<file path="config.mk">
export PLATFORM = sky130hd
export DESIGN_NAME = mbsfh_top
export DESIGN_NICKNAME = d
export VERILOG_FILES = /design/src/mbsfh_pkg.sv /design/src/mbsfh_crc16.sv /design/src/mbsfh_top.sv
export VERILOG_INCLUDE_DIRS = /design/src
export SDC_FILE = /design/constraint.sdc
export NUM_CORES = 1
export LEC_CHECK = 0
export BUFFER_PORTS_ARGS = -buffer_cell sky130_fd_sc_hd__buf_2
export CORE_MARGIN = 2
export CORE_UTILIZATION = 65
export DETAILED_ROUTE_END_ITERATION = 7
export PLACE_DENSITY = 0.82
export SYNTH_ARGS = -nofsm -noshare
export SYNTH_HDL_FRONTEND = slang
export SYNTH_SLANG_ARGS = --single-unit
</file>
<file path="constraint.sdc">
create_clock -name i_sys_clk -period 16.4 [get_ports i_sys_clk]
set_input_delay 3.28 -clock i_sys_clk [delete_from_list [all_inputs] [get_ports i_sys_clk]]
set_output_delay 3.28 -clock i_sys_clk [all_outputs]
set_load 0.01 [all_outputs]
</file>
<file path="src/mbsfh_cfg.svh">
// Purpose: constants of the serial slave function handler
// Assumes: included by its bare name
// Notes:   byte positions count from the slave address byte
`ifndef MBSFH_CFG_SVH
`define MBSFH_CFG_SVH
`define MBSFH_CRC_INIT   16'hffff
`define MBSFH_CRC_POLY   16'ha001
`define MBSFH_FN_READ    8'h03
`define MBSFH_FN_LOOP    8'h08
`define MBSFH_FN_WRITE   8'h10
`define MBSFH_EXC_FLAG   8'h80
`define MBSFH_ERR_FUNC   8'h01
`define MBSFH_ERR_ADDR   8'h02
`define MBSFH_ERR_DATA   8'h03
`define MBSFH_BCAST_ADDR 8'h00
`define MBSFH_MAX_QTY    16'h0010
`define MBSFH_BUF_LEN    41
`define MBSFH_FIX_LEN    6'h08
`define MBSFH_MIN_LEN    6'h04
`define MBSFH_WRHDR_LEN  6'h09
`define MBSFH_ECHO_LEN   6'h06
`define MBSFH_EXC_LEN    6'h03
`define MBSFH_RDHDR_LEN  6'h03
`define MBSFH_POS_BCNT   6'h02
`define MBSFH_POS_WDATA  6'h07
`endif

</file>
<file path="src/mbsfh_pkg.sv">
// Purpose: types shared by the function handler and its ports
// Assumes: nothing
// Notes:   none
package mbsfh_pkg;
  typedef struct packed {
    logic       vld;
    logic       eof;
    logic [7:0] data;
  } mbsfh_rx_t;

  typedef struct packed {
    logic       vld;
    logic [7:0] data;
  } mbsfh_tx_t;

  typedef struct packed {
    logic        rd;
    logic        wr;
    logic [15:0] addr;
    logic [15:0] wdata;
  } mbsfh_req_t;

  typedef enum logic [2:0] {
    S_RX  = 3'b000,
    S_CHK = 3'b001,
    S_RD  = 3'b010,
    S_RDW = 3'b011,
    S_RDH = 3'b100,
    S_RDL = 3'b101,
    S_WR  = 3'b110,
    S_TX  = 3'b111
  } mbsfh_state_t;
endpackage

</file>
<file path="src/mbsfh_crc16.sv">
// Purpose: one byte step of the reflected frame check
// Assumes: combinational, used on both receive and transmit paths
// Notes:   eight shift steps unrolled by the loop
`timescale 1ns/100ps
`include "mbsfh_cfg.svh"
module mbsfh_crc16 (
  // running value and data byte in, next value out
  input  wire logic [15:0] i_crc,
  input  wire logic [7:0]  i_byte,
  output logic      [15:0] o_crc
);
  always_comb begin
    logic [15:0] c;
    c = i_crc ^ {8'h00, i_byte};
    for (int k = 0; k < 8; k++) begin
      c = c[0] ? ((c >> 1) ^ `MBSFH_CRC_POLY) : (c >> 1);
    end
    o_crc = c;
  end
endmodule // mbsfh_crc16

</file>
<file path="src/mbsfh_top.sv">
// Purpose: slave handler for read, loopback and write-multiple commands
// Assumes: framer delivers bytes and a separate end-of-frame pulse
// Notes:   one frame buffer holds the command and is rewritten in place
`timescale 1ns/100ps
`include "mbsfh_cfg.svh"
module mbsfh_top #(
  parameter logic [16:0] REG_SPACE = 17'h10000
) (
  // clock and reset
  input  wire logic                 i_sys_clk,
  input  wire logic                 i_sys_rst,
  // configuration and save request
  input  wire logic [7:0]           i_slave_addr,
  input  wire logic                 i_enter,
  // receive byte stream
  input  wire mbsfh_pkg::mbsfh_rx_t i_rx,
  // transmit byte stream
  input  wire logic                 i_tx_ready,
  output mbsfh_pkg::mbsfh_tx_t      o_tx,
  // register map access
  input  wire logic [15:0]          i_rd_data,
  output mbsfh_pkg::mbsfh_req_t     o_reg,
  // persistence
  output logic                      o_dirty,
  output logic                      o_save
);
  import mbsfh_pkg::*;

  logic [7:0]   buf_mem [`MBSFH_BUF_LEN];
  mbsfh_state_t state_r,  state_nxt;
  logic [5:0]   len_r,    len_nxt;
  logic         ovf_r,    ovf_nxt;
  logic [15:0]  rcrc_r,   rcrc_nxt;
  logic [15:0]  tcrc_r,   tcrc_nxt;
  logic [5:0]   idx_r,    idx_nxt;
  logic [5:0]   tlen_r,   tlen_nxt;
  logic [15:0]  start_r,  start_nxt;
  logic [4:0]   qty_r,    qty_nxt;
  logic [15:0]  hold_r,   hold_nxt;
  logic         bcast_r,  bcast_nxt;
  logic         exc_r,    exc_nxt;
  logic         dirty_r,  dirty_nxt;
  logic         save_r,   save_nxt;
  mbsfh_tx_t    tx_r,     tx_nxt;
  mbsfh_req_t   reg_r,    reg_nxt;
  logic         buf_we;
  logic [5:0]   buf_wa;
  logic [7:0]   buf_wd;
  logic [7:0]   tx_byte;
  logic [15:0]  rx_crc_out;
  logic [15:0]  tx_crc_out;
  logic [15:0]  c_start;
  logic [15:0]  c_qty;
  logic [16:0]  c_end;
  logic         c_qty_ok;
  logic         c_good;

  assign o_tx    = tx_r;
  assign o_reg   = reg_r;
  assign o_dirty = dirty_r;
  assign o_save  = save_r;

  // bytes leave in order; loopback needs no rewrite, exceptions patch fn
  assign tx_byte = (idx_r == 6'h01 && exc_r) ?
                   (buf_mem[1] | `MBSFH_EXC_FLAG) : buf_mem[idx_r];

  mbsfh_crc16 u_rx_crc (
    .i_crc  (rcrc_r),
    .i_byte (i_rx.data),
    .o_crc  (rx_crc_out)
  );

  mbsfh_crc16 u_tx_crc (
    .i_crc  (tcrc_r),
    .i_byte (tx_byte),
    .o_crc  (tx_crc_out)
  );

  // command header decode, valid while in S_CHK
  assign c_start  = {buf_mem[2], buf_mem[3]};
  assign c_qty    = {buf_mem[4], buf_mem[5]};
  assign c_end    = {1'b0, c_start} + {1'b0, c_qty};
  assign c_qty_ok = (c_qty != 16'h0000) && (c_qty <= `MBSFH_MAX_QTY);
  // check residue over data plus received check is zero when intact
  assign c_good   = !ovf_r && (len_r >= `MBSFH_MIN_LEN) &&
                    (rcrc_r == 16'h0000) &&
                    (buf_mem[0] == i_slave_addr ||
                     buf_mem[0] == `MBSFH_BCAST_ADDR);

  always_comb begin
    state_nxt = state_r;
    len_nxt   = len_r;
    ovf_nxt   = ovf_r;
    rcrc_nxt  = rcrc_r;
    tcrc_nxt  = tcrc_r;
    idx_nxt   = idx_r;
    tlen_nxt  = tlen_r;
    start_nxt = start_r;
    qty_nxt   = qty_r;
    hold_nxt  = hold_r;
    bcast_nxt = bcast_r;
    exc_nxt   = exc_r;
    tx_nxt    = tx_r;
    reg_nxt   = '0;
    buf_we    = 1'b0;
    buf_wa    = 6'h00;
    buf_wd    = 8'h00;
    unique case (state_r)
      S_RX: begin
        if (i_rx.eof) begin
          state_nxt = S_CHK;
        end else if (i_rx.vld) begin
          rcrc_nxt = rx_crc_out;
          if (len_r < 6'(`MBSFH_BUF_LEN)) begin
            buf_we  = 1'b1;
            buf_wa  = len_r;
            buf_wd  = i_rx.data;
            len_nxt = len_r + 6'h01;
          end else begin
            ovf_nxt = 1'b1;
          end
        end
      end
      S_CHK: begin
        len_nxt   = 6'h00;
        ovf_nxt   = 1'b0;
        rcrc_nxt  = `MBSFH_CRC_INIT;
        tcrc_nxt  = `MBSFH_CRC_INIT;
        idx_nxt   = 6'h00;
        exc_nxt   = 1'b0;
        bcast_nxt = (buf_mem[0] == `MBSFH_BCAST_ADDR);
        start_nxt = c_start;
        qty_nxt   = c_qty[4:0];
        state_nxt = S_RX;
        buf_wa    = `MBSFH_POS_BCNT;
        if (c_good) begin
          exc_nxt   = 1'b1;
          tlen_nxt  = `MBSFH_EXC_LEN;
          state_nxt = S_TX;
          buf_we    = 1'b1;
          buf_wd    = `MBSFH_ERR_DATA;
          unique case (buf_mem[1])
            `MBSFH_FN_READ: begin
              if (len_r == `MBSFH_FIX_LEN && c_qty_ok) begin
                if (c_end > REG_SPACE) begin
                  buf_wd = `MBSFH_ERR_ADDR;
                end else begin
                  exc_nxt   = 1'b0;
                  buf_wd    = {c_qty[6:0], 1'b0};
                  state_nxt = S_RD;
                end
              end
            end
            `MBSFH_FN_LOOP: begin
              if (len_r == `MBSFH_FIX_LEN) begin
                exc_nxt   = 1'b0;
                buf_we    = 1'b0;
                tlen_nxt  = `MBSFH_ECHO_LEN;
              end
            end
            `MBSFH_FN_WRITE: begin
              if (c_qty_ok && buf_mem[6] == {c_qty[6:0], 1'b0} &&
                  len_r == `MBSFH_WRHDR_LEN + {c_qty[4:0], 1'b0}) begin
                if (c_end > REG_SPACE) begin
                  buf_wd = `MBSFH_ERR_ADDR;
                end else begin
                  exc_nxt   = 1'b0;
                  buf_we    = 1'b0;
                  state_nxt = S_WR;
                end
              end
            end
            default: buf_wd = `MBSFH_ERR_FUNC;
          endcase
        end
      end
      S_RD: begin
        reg_nxt.rd   = 1'b1;
        reg_nxt.addr = start_r + 16'(idx_r);
        state_nxt    = S_RDW;
      end
      S_RDW: state_nxt = S_RDH;
      S_RDH: begin
        hold_nxt  = i_rd_data;
        buf_we    = 1'b1;
        buf_wa    = `MBSFH_RDHDR_LEN + {idx_r[4:0], 1'b0};
        buf_wd    = i_rd_data[15:8];
        state_nxt = S_RDL;
      end
      S_RDL: begin
        buf_we  = 1'b1;
        buf_wa  = `MBSFH_RDHDR_LEN + {idx_r[4:0], 1'b0} + 6'h01;
        buf_wd  = hold_r[7:0];
        idx_nxt = idx_r + 6'h01;
        state_nxt = S_RD;
        if (idx_r[4:0] + 5'h01 == qty_r) begin
          idx_nxt   = 6'h00;
          tlen_nxt  = `MBSFH_RDHDR_LEN + {qty_r, 1'b0};
          state_nxt = S_TX;
        end
      end
      S_WR: begin
        reg_nxt.wr    = 1'b1;
        reg_nxt.addr  = start_r + 16'(idx_r);
        reg_nxt.wdata = {buf_mem[`MBSFH_POS_WDATA + {idx_r[4:0], 1'b0}],
          buf_mem[`MBSFH_POS_WDATA + {idx_r[4:0], 1'b0} + 6'h01]};
        idx_nxt = idx_r + 6'h01;
        if (idx_r[4:0] + 5'h01 == qty_r) begin
          idx_nxt   = 6'h00;
          tlen_nxt  = `MBSFH_ECHO_LEN;
          state_nxt = S_TX;
        end
      end
      S_TX: begin
        if (bcast_r) begin
          state_nxt = S_RX;
        end else if (!tx_r.vld || i_tx_ready) begin
          idx_nxt = idx_r + 6'h01;
          if (idx_r < tlen_r) begin
            tx_nxt   = '{vld: 1'b1, data: tx_byte};
            tcrc_nxt = tx_crc_out;
          end else if (idx_r == tlen_r) begin
            tx_nxt = '{vld: 1'b1, data: tcrc_r[7:0]};
          end else if (idx_r == tlen_r + 6'h01) begin
            tx_nxt = '{vld: 1'b1, data: tcrc_r[15:8]};
          end else begin
            tx_nxt    = '0;
            idx_nxt   = 6'h00;
            state_nxt = S_RX;
          end
        end
      end
    endcase
  end

  // volatile until save; a write in the save cycle keeps the flag set
  always_comb begin
    dirty_nxt = reg_nxt.wr | (dirty_r & ~i_enter);
    save_nxt  = i_enter & dirty_r;
  end

  always_ff @(posedge i_sys_clk) begin
    if (buf_we) begin
      buf_mem[buf_wa] <= buf_wd;
    end
  end

  always_ff @(posedge i_sys_clk or posedge i_sys_rst) begin
    if (i_sys_rst) begin
      state_r <= S_RX;
      len_r   <= 6'h00;
      ovf_r   <= 1'b0;
      rcrc_r  <= `MBSFH_CRC_INIT;
      tcrc_r  <= `MBSFH_CRC_INIT;
      idx_r   <= 6'h00;
      tlen_r  <= 6'h00;
      start_r <= 16'h0000;
      qty_r   <= 5'h00;
      hold_r  <= 16'h0000;
      bcast_r <= 1'b0;
      exc_r   <= 1'b0;
      dirty_r <= 1'b0;
      save_r  <= 1'b0;
      tx_r    <= '0;
      reg_r   <= '0;
    end else begin
      state_r <= state_nxt;
      len_r   <= len_nxt;
      ovf_r   <= ovf_nxt;
      rcrc_r  <= rcrc_nxt;
      tcrc_r  <= tcrc_nxt;
      idx_r   <= idx_nxt;
      tlen_r  <= tlen_nxt;
      start_r <= start_nxt;
      qty_r   <= qty_nxt;
      hold_r  <= hold_nxt;
      bcast_r <= bcast_nxt;
      exc_r   <= exc_nxt;
      dirty_r <= dirty_nxt;
      save_r  <= save_nxt;
      tx_r    <= tx_nxt;
      reg_r   <= reg_nxt;
    end
  end
endmodule // mbsfh_top

</file>
Word-level counts from Yosys, hierarchy flattened. Memory sizes are Yosys's and may differ from the RTL's. Index checks and enable logic that the tools add are counted.

Bits in registers: 130. Latch bits: 0. Memory bits (writable): 328. ROM bits: 0. Input bits: 38. Output and inout bits: 45. Memories kept: 1.

Add/sub/neg operators: 12. Multipliers: 0. Div/mod/pow operators: 0. $lt $le $gt $ge: 5. Equality and inequality tests: 33. Shift operators: 0. Multiplexer cells: 95. Bitwise logic cells: 23. Reduce and logical (&&, ||, !) cells: 31.

Memories: buf_mem (depth 41, bits a word 8, rd ports 10, clocked after memory_dff 0, write ports 1, line mbsfh_top.sv:29) `` logic [7:0] buf_mem [`MBSFH_BUF_LEN]; ``.

Operators with widths (count): 16-bit 2-to-1 mux (23); 6-bit 2-to-1 mux (15); 8-bit 2-to-1 mux (8); 16-bit one-hot mux with 2 select lines (2); 2-bit inverter with 3-bit output (16); 3-bit 2-to-1 mux (13); 6-bit one-hot mux with 3 select lines (2); 8-bit one-hot mux with 4 select lines (1); 16-bit by 8-bit bitwise XOR with 16-bit output (2); 6-bit by 1-bit adder with 6-bit output, second input constant (5); 9-bit 2-to-1 mux (3); 3-bit one-hot mux with 8 select lines (1); 6-bit one-hot mux with 4 select lines (1); 8-bit one-hot mux with 3 select lines (1); 2-bit inequality test, second input constant (11); 1-bit 2-to-1 mux (19); 6-bit == test (3); 16-bit by 16-bit adder with 17-bit output (1); 17-bit > comparator, second input constant (1); 16-bit by 6-bit adder with 16-bit output (1); 8-bit == test (2); 16-bit by 5-bit <= comparator with 1-bit output, second input constant (1); 16-bit logical NOT (1); 4-bit AND reduction (4); other kinds (35) (62).

Depth between registers and ports, before layout. Gate-level depths: netlist of the first run.

Depth after elaboration: 24. Depth in mapped cells: 18. Gate-level depth less buffers: 12.

By module. Synthesis of the first run repeated with hierarchy kept, for this count alone.

Cells, all modules: 1806. Area total of the unflattened synthesis: 26407.8 sq um.

Modules (own cells, without submodules): mbsfh_top (instances 1, cells an instance 1754, area an instance 25859.8 sq um, seq. area each 14824.2 sq um); mbsfh_crc16 (instances 2, cells an instance 26, area an instance 274.0 sq um, seq. area each 0.0 sq um).

Worst setup path before layout of the first run. No wires, ideal clock.

Kind: input-to-reg. Start: input port i_slave_addr[0]. End: memory buf_mem[0][1] (data pin). Setup time: 578 ps. Data arrival time: 5986 ps. Path slack: 9836 ps. Cell stages on the path: 7. Cells stage by stage: xnor2_1 -> nand4_1 -> nor2_1 -> a21oi_1 -> nor2_1 -> inv_1 -> o21ai_0.

Longest elaborated chain between the ends: 5.

RTL lines: from (decl) (line mbsfh_top.sv:13) `input wire logic [7:0] i_slave_addr,`; 8-bit == test (line mbsfh_top.sv:87) `(buf_mem[0] == i_slave_addr ||`; 1-bit logical OR (no line); 1-bit logical AND (line mbsfh_top.sv:85) `` assign c_good = !ovf_r && (len_r >= `MBSFH_MIN_LEN) && ``; 8-bit 2-to-1 mux (line mbsfh_top.sv:136) `if (c_good) begin`; 8-bit one-hot mux with 4 select lines (line mbsfh_top.sv:108) `unique case (state_r)`; named net buf_wd[1] (line mbsfh_top.sv:48) `logic [7:0] buf_wd;`; to (decl) (line mbsfh_top.sv:29).

The timed path passes the listed nets, and every way through them passes these cells.

Worst setup path in the final report of the first run.
Start: input port i_rx[8] (netlist name). End: memory buf_mem[2][7] (enable).

Longest elaborated chain between the ends: 4. Elaborated cells between the ends (all ways): 6. Classes of those cells: mux (6).

RTL lines: from (decl) (line mbsfh_top.sv:16) `input wire mbsfh_pkg::mbsfh_rx_t i_rx,`; 1-bit 2-to-1 mux (line mbsfh_top.sv:110) `if (i_rx.eof) begin`; 1-bit one-hot mux with 3 select lines (line mbsfh_top.sv:108); 1-bit 2-to-1 mux (line mbsfh_top.sv:243) `if (buf_we) begin`; 1-bit 2-to-1 mux (not written as such) (line mbsfh_top.sv:244) `buf_mem[buf_wa] <= buf_wd;`.

Several ways; a longest one is shown, not always the timed one.

==> flow_summary.ini, run 1 <==
[status]
outcome = finished, violations left
failed_checks = design-rule violations

[synth]
yosys_most_used_dff = edfxtp_1
yosys-top-cells-count = edfxtp_1, nand2_1, mux4_2, nor2_1, dfrtp_1
netlist.top_cell.by_area = edfxtp_1
muxShareOfSynthArea_pct = 19.6
synth_nets = 1891
yosysMostFrequentCell = edfxtp_1
synth_area_mm2 = 0.0264
synth_top_area_share_pct = 43.7
seq_area_frac_synth_pct = 56.2
synth-compound-area-share_pct = 7.34
synth_simple_gate_area_share_pct = 7.91
synth_warnings = 0
synth_fa_ha_area_share_pct = 2.10
synth_cell_type_count = 84
synth_area_leaders = edfxtp_1, mux4_2, dfrtp_1
syn_area_per_cell_um2 = 14.6
syn_inst = 1810
synth_edf_count = 384
ys_ff_latch = 514
synth_top_family_by_area = multiplexers
async_flop_share_pct = 25.3
synthXorXnorAreaFrac_pct = 3.82

[placed_design]
dp.final_hpwl_mm = 54.1
portBuffers = 82
routabilityCongestion = 0.990

[flow_run]
drv_cap = 0

[clocking]
hold_buffers = 0
cts_tree = done
clock-root-buffer = clkbuf_16
htreeDepth = 2
clk_latency_ns = 0.63
cts_resized = 0
post_cts_buffers = 0
clock-sinks = 514
cts_max_path_buffers = 3
cts_made_buffers = 53
clkTransAtPathRegs_ns = 0.06

[setup_path]
crit_required_ns = 16.64
crit_family = simple AND/OR/NAND/NOR gates
path_cells = buf_2, nor2_1, nand3_1, nor2_1, buf_4, a211oi_1, nor4_1, nand2b_1, a211oi_1
critPathKind = primary input to register
crit_path_start_kind = primary input
path_max_fanout = 19
critPathBufInv = 2
arrival_ns = 6.69
crit_slowest_cell = a211oi_1
max_stage_delay_ns = 1.07
endpoint_kind = register
ff2ff_setup_slack_ns = 11.14

[hold_path]
hold_class = register to register

[timing]
rsz0062_at_grt = no
finClkSkew_ns = 0.0198
finalHoldViolCount = 0
tightestPinTransition_ns = 1.09
maxSlewHeadroom_pct = 26.8
period_share_pct = 39.4
finalSetupTns_ns = 0
fmax_ghz = 0.155
drv_slew = 0
setup_viol = 0
min_period_ns = 6.45

[global_routing]
grt_pass1_wl_mm = 119
grtUsageTotal_pct = 39.7
antenna_found_initial = 2
grt_max_degree = 144
grt.overflow.total = 0
first_global_vias = 17600

[final_layout]
n_fill_cell = 2466
drive_above_1_share_pct = 22.0
fin_nets = 1952
largest_reg_flops = 384
syn2layout_area_growth_pct = 9.26
finish.utilization_pct = 72.2

[floorplanning]
core_area_mm2 = 0.0399
chipHeight_um = 205
initial_core_util_pct = 66.0
die_area_mm2 = 0.0422
placementRows = 73
die_w_um = 205
ios = 83

[detailed_routing]
antenna_left = 0
drt-total-wl_mm = 81.5
drt-initial-drc-count = 3529
vias = 18400
drtPass1Iterations = 8
vias_per_cell = 7.53
drc_errors = 1
wl_per_cell_um = 33.4

[power]
ir_drop_v = 0.000145
p_per_area_mw_per_mm2 = 194
total_power_mw = 5.58
p_leak_nw = 10.3
[layout by cell type, fill, tap and decap left out, types with 8 or more instances in the layout]
cell type,n
or3_1,14
clkbuf_1,12
nand4_1,14
o22a_1,8
mux4_2,163
and2_1,12
dfstp_2,32
o221ai_1,10
a31oi_1,10
a222oi_1,8
nor2b_1,14
a21o_1,15
xor2_1,39
nand3_1,24
a21oi_1,67
o21ai_0,54
nor4_1,15
a22oi_1,14
mux4_1,35
o22ai_1,9
inv_1,36
nor2_1,136
clkbuf_16,54
buf_2,82
ha_1,40
edfxtp_1,384
clkinv_1,10
mux2_2,11
a311oi_1,17
o31ai_1,8
buf_4,26
nand2b_1,8
dfrtp_1,95
xnor2_1,66
nand2_1,180
nor3_1,20
mux2i_1,43
[path summary, 6_finish.rpt]
check,start,to,cells past startpoint
max reg2reg,idx_r[1]$_DFFE_PP0P_,o_reg[0]$_DFF_PP0_,10
min reg2reg,rcrc_r[10]$_DFFE_PP1P_,rcrc_r[2]$_DFFE_PP1P_,2
min,rcrc_r[10]$_DFFE_PP1P_,rcrc_r[2]$_DFFE_PP1P_,2
max,i_rx[8],buf_mem[2][7]$_DFFE_PP_,9
max in group asynchronous,i_sys_rst,hold_r[7]$_DFFE_PP0N_,3
min in group asynchronous,i_sys_rst,o_tx[4]$_DFFE_PP0P_,2
[final cells by class]
type,count,area (um2),share of cell area (%)
multi-input combinational,1154,10800,37.4
inverter,39,151,0.526
antenna,3,7.51,0.0261
sequential,514,14800,51.5
clock buffer,69,1440,4.99
clock inverter,28,318,1.10
timing repair buffer,109,626,2.17
tap,525,657,2.28
[report_power, final]
part | internal (mW) | switching, mW
combinational | 1.03 | 1.41
sequential | 1.70 | 0.199
clock | 0.714 | 0.524
total | 3.44 | 2.13
[worst min-delay path: stages, from the launching register on]
cell and delay, ns:
dfstp_2 0.37, nand2_1 0.05, nand2_1 0.04
[cell families (layout without fill, tap and decap cells)]
logic type,count (synthesis),count (layout)
mux,253,253
compound gates,284,284
flops,514,514
other cells,0,3
xor+xnor,110,110
fa+ha+maj,43,43
buf+inv,142,245
simple gates,464,464
[stage by stage]
step                      cell area (um2)  hold slack [ns]  setup slack [ns]  cells
after floorplan                     26400            0.440              9.70   1810
after global placement              27000            0.449              9.79   2341
after detailed placement            27000            0.461              9.68   2341
after CTS                           28800            0.474             10.20   2438
after global routing                28800            0.483              9.74   2438
final                               28800            0.469              9.95   2441
[per-layer routing]
| metal | GRT usage [%] | wire, um | vias to the layer above |
|---|---|---|---|
| met3 | 13.2 | 12100 | 357 |
| met2 | 57.8 | 35700 | 1758 |
| met1 | 53.3 | 28300 | 9010 |
| met5 | 0 | 11 | - |
| met4 | 21.8 | 5380 | 2 |
| li1 | - | - | 7246 |
Power figures use the tool's default switching activity.
==> run 2: changes to the inputs <==
CORE_UTILIZATION = 63   (was 65)
PLACE_DENSITY = 0.8   (was 0.82)
clock period = 6.2 ns   (was 16.4 ns; I/O delays follow)
==> flow_summary.ini, run 2 (synthesis gave the netlist of run 1 again) <==
[status]
outcome = complete, no violations

[final_layout]
fin_nets = 1977
drive_above_1_share_pct = 23.5
finish.utilization_pct = 70.5
final_cell_mix = edfxtp_1, nand2_1, mux4_2
final_common_cell = edfxtp_1
syn2layout_area_growth_pct = 9.90
largest_reg_flops = 384
instances_no_fill = 2471
diodes = 0
n_fill_cell = 2639

[timing]
fmax_ghz = 0.190
setup_viol = 0
finalSetupTns_ns = 0
finalHoldViolCount = 0
maxSlewHeadroom_pct = 20.6
rsz0062_at_grt = no
period_share_pct = 84.8
finClkSkew_ns = 0.0258
min_period_ns = 5.26
drv_slew = 0
setup_ws_ns = 0.943
tightestPinTransition_ns = 1.18

[flow_run]
drv_cap = 0

[power]
total_power_mw = 14.5
ir_drop_v = 0.000355
p_per_area_mw_per_mm2 = 500
p_leak_nw = 10.4

[hold_path]
min_from = rcrc_r[9]$_DFFE_PP1P_
min_to = rcrc_r[1]$_DFFE_PP1P_
hold_class = register to register
holdPathStages = 2

[detailed_routing]
vias_per_cell = 7.34
drc_errors = 0
drt-total-wl_mm = 77.8
wl_per_cell_um = 31.5
vias = 18100
antenna_left = 0
drtPass1Iterations = 7
drt-initial-drc-count = 2974

[global_routing]
grt_max_degree = 75
grt_pass1_wl_mm = 116
grt.overflow.total = 0
grtUsageTotal_pct = 36.5
antenna_found_initial = 1
first_global_vias = 17800

[floorplanning]
core_area_mm2 = 0.0411
ios = 83
die_w_um = 209
placementRows = 74
initial_core_util_pct = 64.1
chipHeight_um = 209
die_area_mm2 = 0.0435

[setup_path]
r2r-start = buf_mem[5][0]$_DFFE_PP_
critPathKind = register to register
crit_required_ns = 6.46
reg2reg_depth = 12
path_max_fanout = 48
timing.rr.end = buf_mem[22][2]$_DFFE_PP_
arrival_ns = 5.51
endpoint_kind = register
crit_path_start_kind = register
ff2ff_setup_slack_ns = 0.94

[clocking]
clock-sinks = 514
cts_made_buffers = 52
clkTransAtPathRegs_ns = 0.06
clk_latency_ns = 0.63
cts_tree = done
cts_max_path_buffers = 3
hold_buffers = 0
clock-root-buffer = clkbuf_16
post_cts_buffers = 0
cts_resized = 0
htreeDepth = 2

[placed_design]
portBuffers = 82
placed_cells = 2374
dp.final_hpwl_mm = 52.2
routabilityCongestion = 1.00
pre_cts_ws_ns = 1.02
## run 2: routing by layer
layer	part of all wire, %	GRT usage (%)
met2	45	55.8
met5	0	0
met1	35	48.0
met4	6.0	17.3
met3	14	11.9
## run 2: where the power goes
part           internal, mW  switching (mW)
sequential             4.50           0.573
clock                  1.79            1.39
combinational          2.73            3.51
## run 2: worst max path at each step
stage	cells after the start	end	start	slack, ns
3_5_place_dp	12	buf_mem[35][2]$_DFFE_PP_	buf_mem[5][0]$_DFFE_PP_	1.02
2_1_floorplan	13	buf_mem[0][1]$_DFFE_PP_	buf_mem[5][0]$_DFFE_PP_	0.96
4_1_cts	12	buf_mem[23][2]$_DFFE_PP_	buf_mem[5][0]$_DFFE_PP_	1.0
5_1_grt	12	buf_mem[23][2]$_DFFE_PP_	buf_mem[5][0]$_DFFE_PP_	0.75
6_report	12	buf_mem[22][2]$_DFFE_PP_	buf_mem[5][0]$_DFFE_PP_	0.94
3_3_place_gp	12	buf_mem[36][2]$_DFFE_PP_	buf_mem[5][0]$_DFFE_PP_	1.25
## run 2: cell type report
cell class | count | area [um2] | area share, %
Clock buffer | 68 | 1450 | 5.02
Clock inverter | 29 | 265 | 0.916
Inverter | 39 | 151 | 0.523
Multi-Input combinational cell | 1154 | 10800 | 37.2
Sequential cell | 514 | 14800 | 51.2
Tap cell | 532 | 666 | 2.30
Timing Repair Buffer | 135 | 821 | 2.83
## run 2: metrics by stage
step                hold WS (ns)  area [um2]
floorplan                  0.440       26400
global placement           0.444       27200
detailed placement         0.458       27200
CTS                        0.462       29000
global route               0.486       29000
finish                     0.473       29000
## run 2: worst max-delay path: stages (launching register included)
cell	delay (ns)
edfxtp_1	0.54
ha_1	0.31
fa_1	0.41
a21o_1	0.19
a21oi_1	0.24
o21ai_0	0.13
a31oi_1	0.31
o21ai_0	0.19
a21oi_1	0.21
mux2i_1	0.09
or4_1	0.65
o21bai_1	0.61
a31o_2	0.98
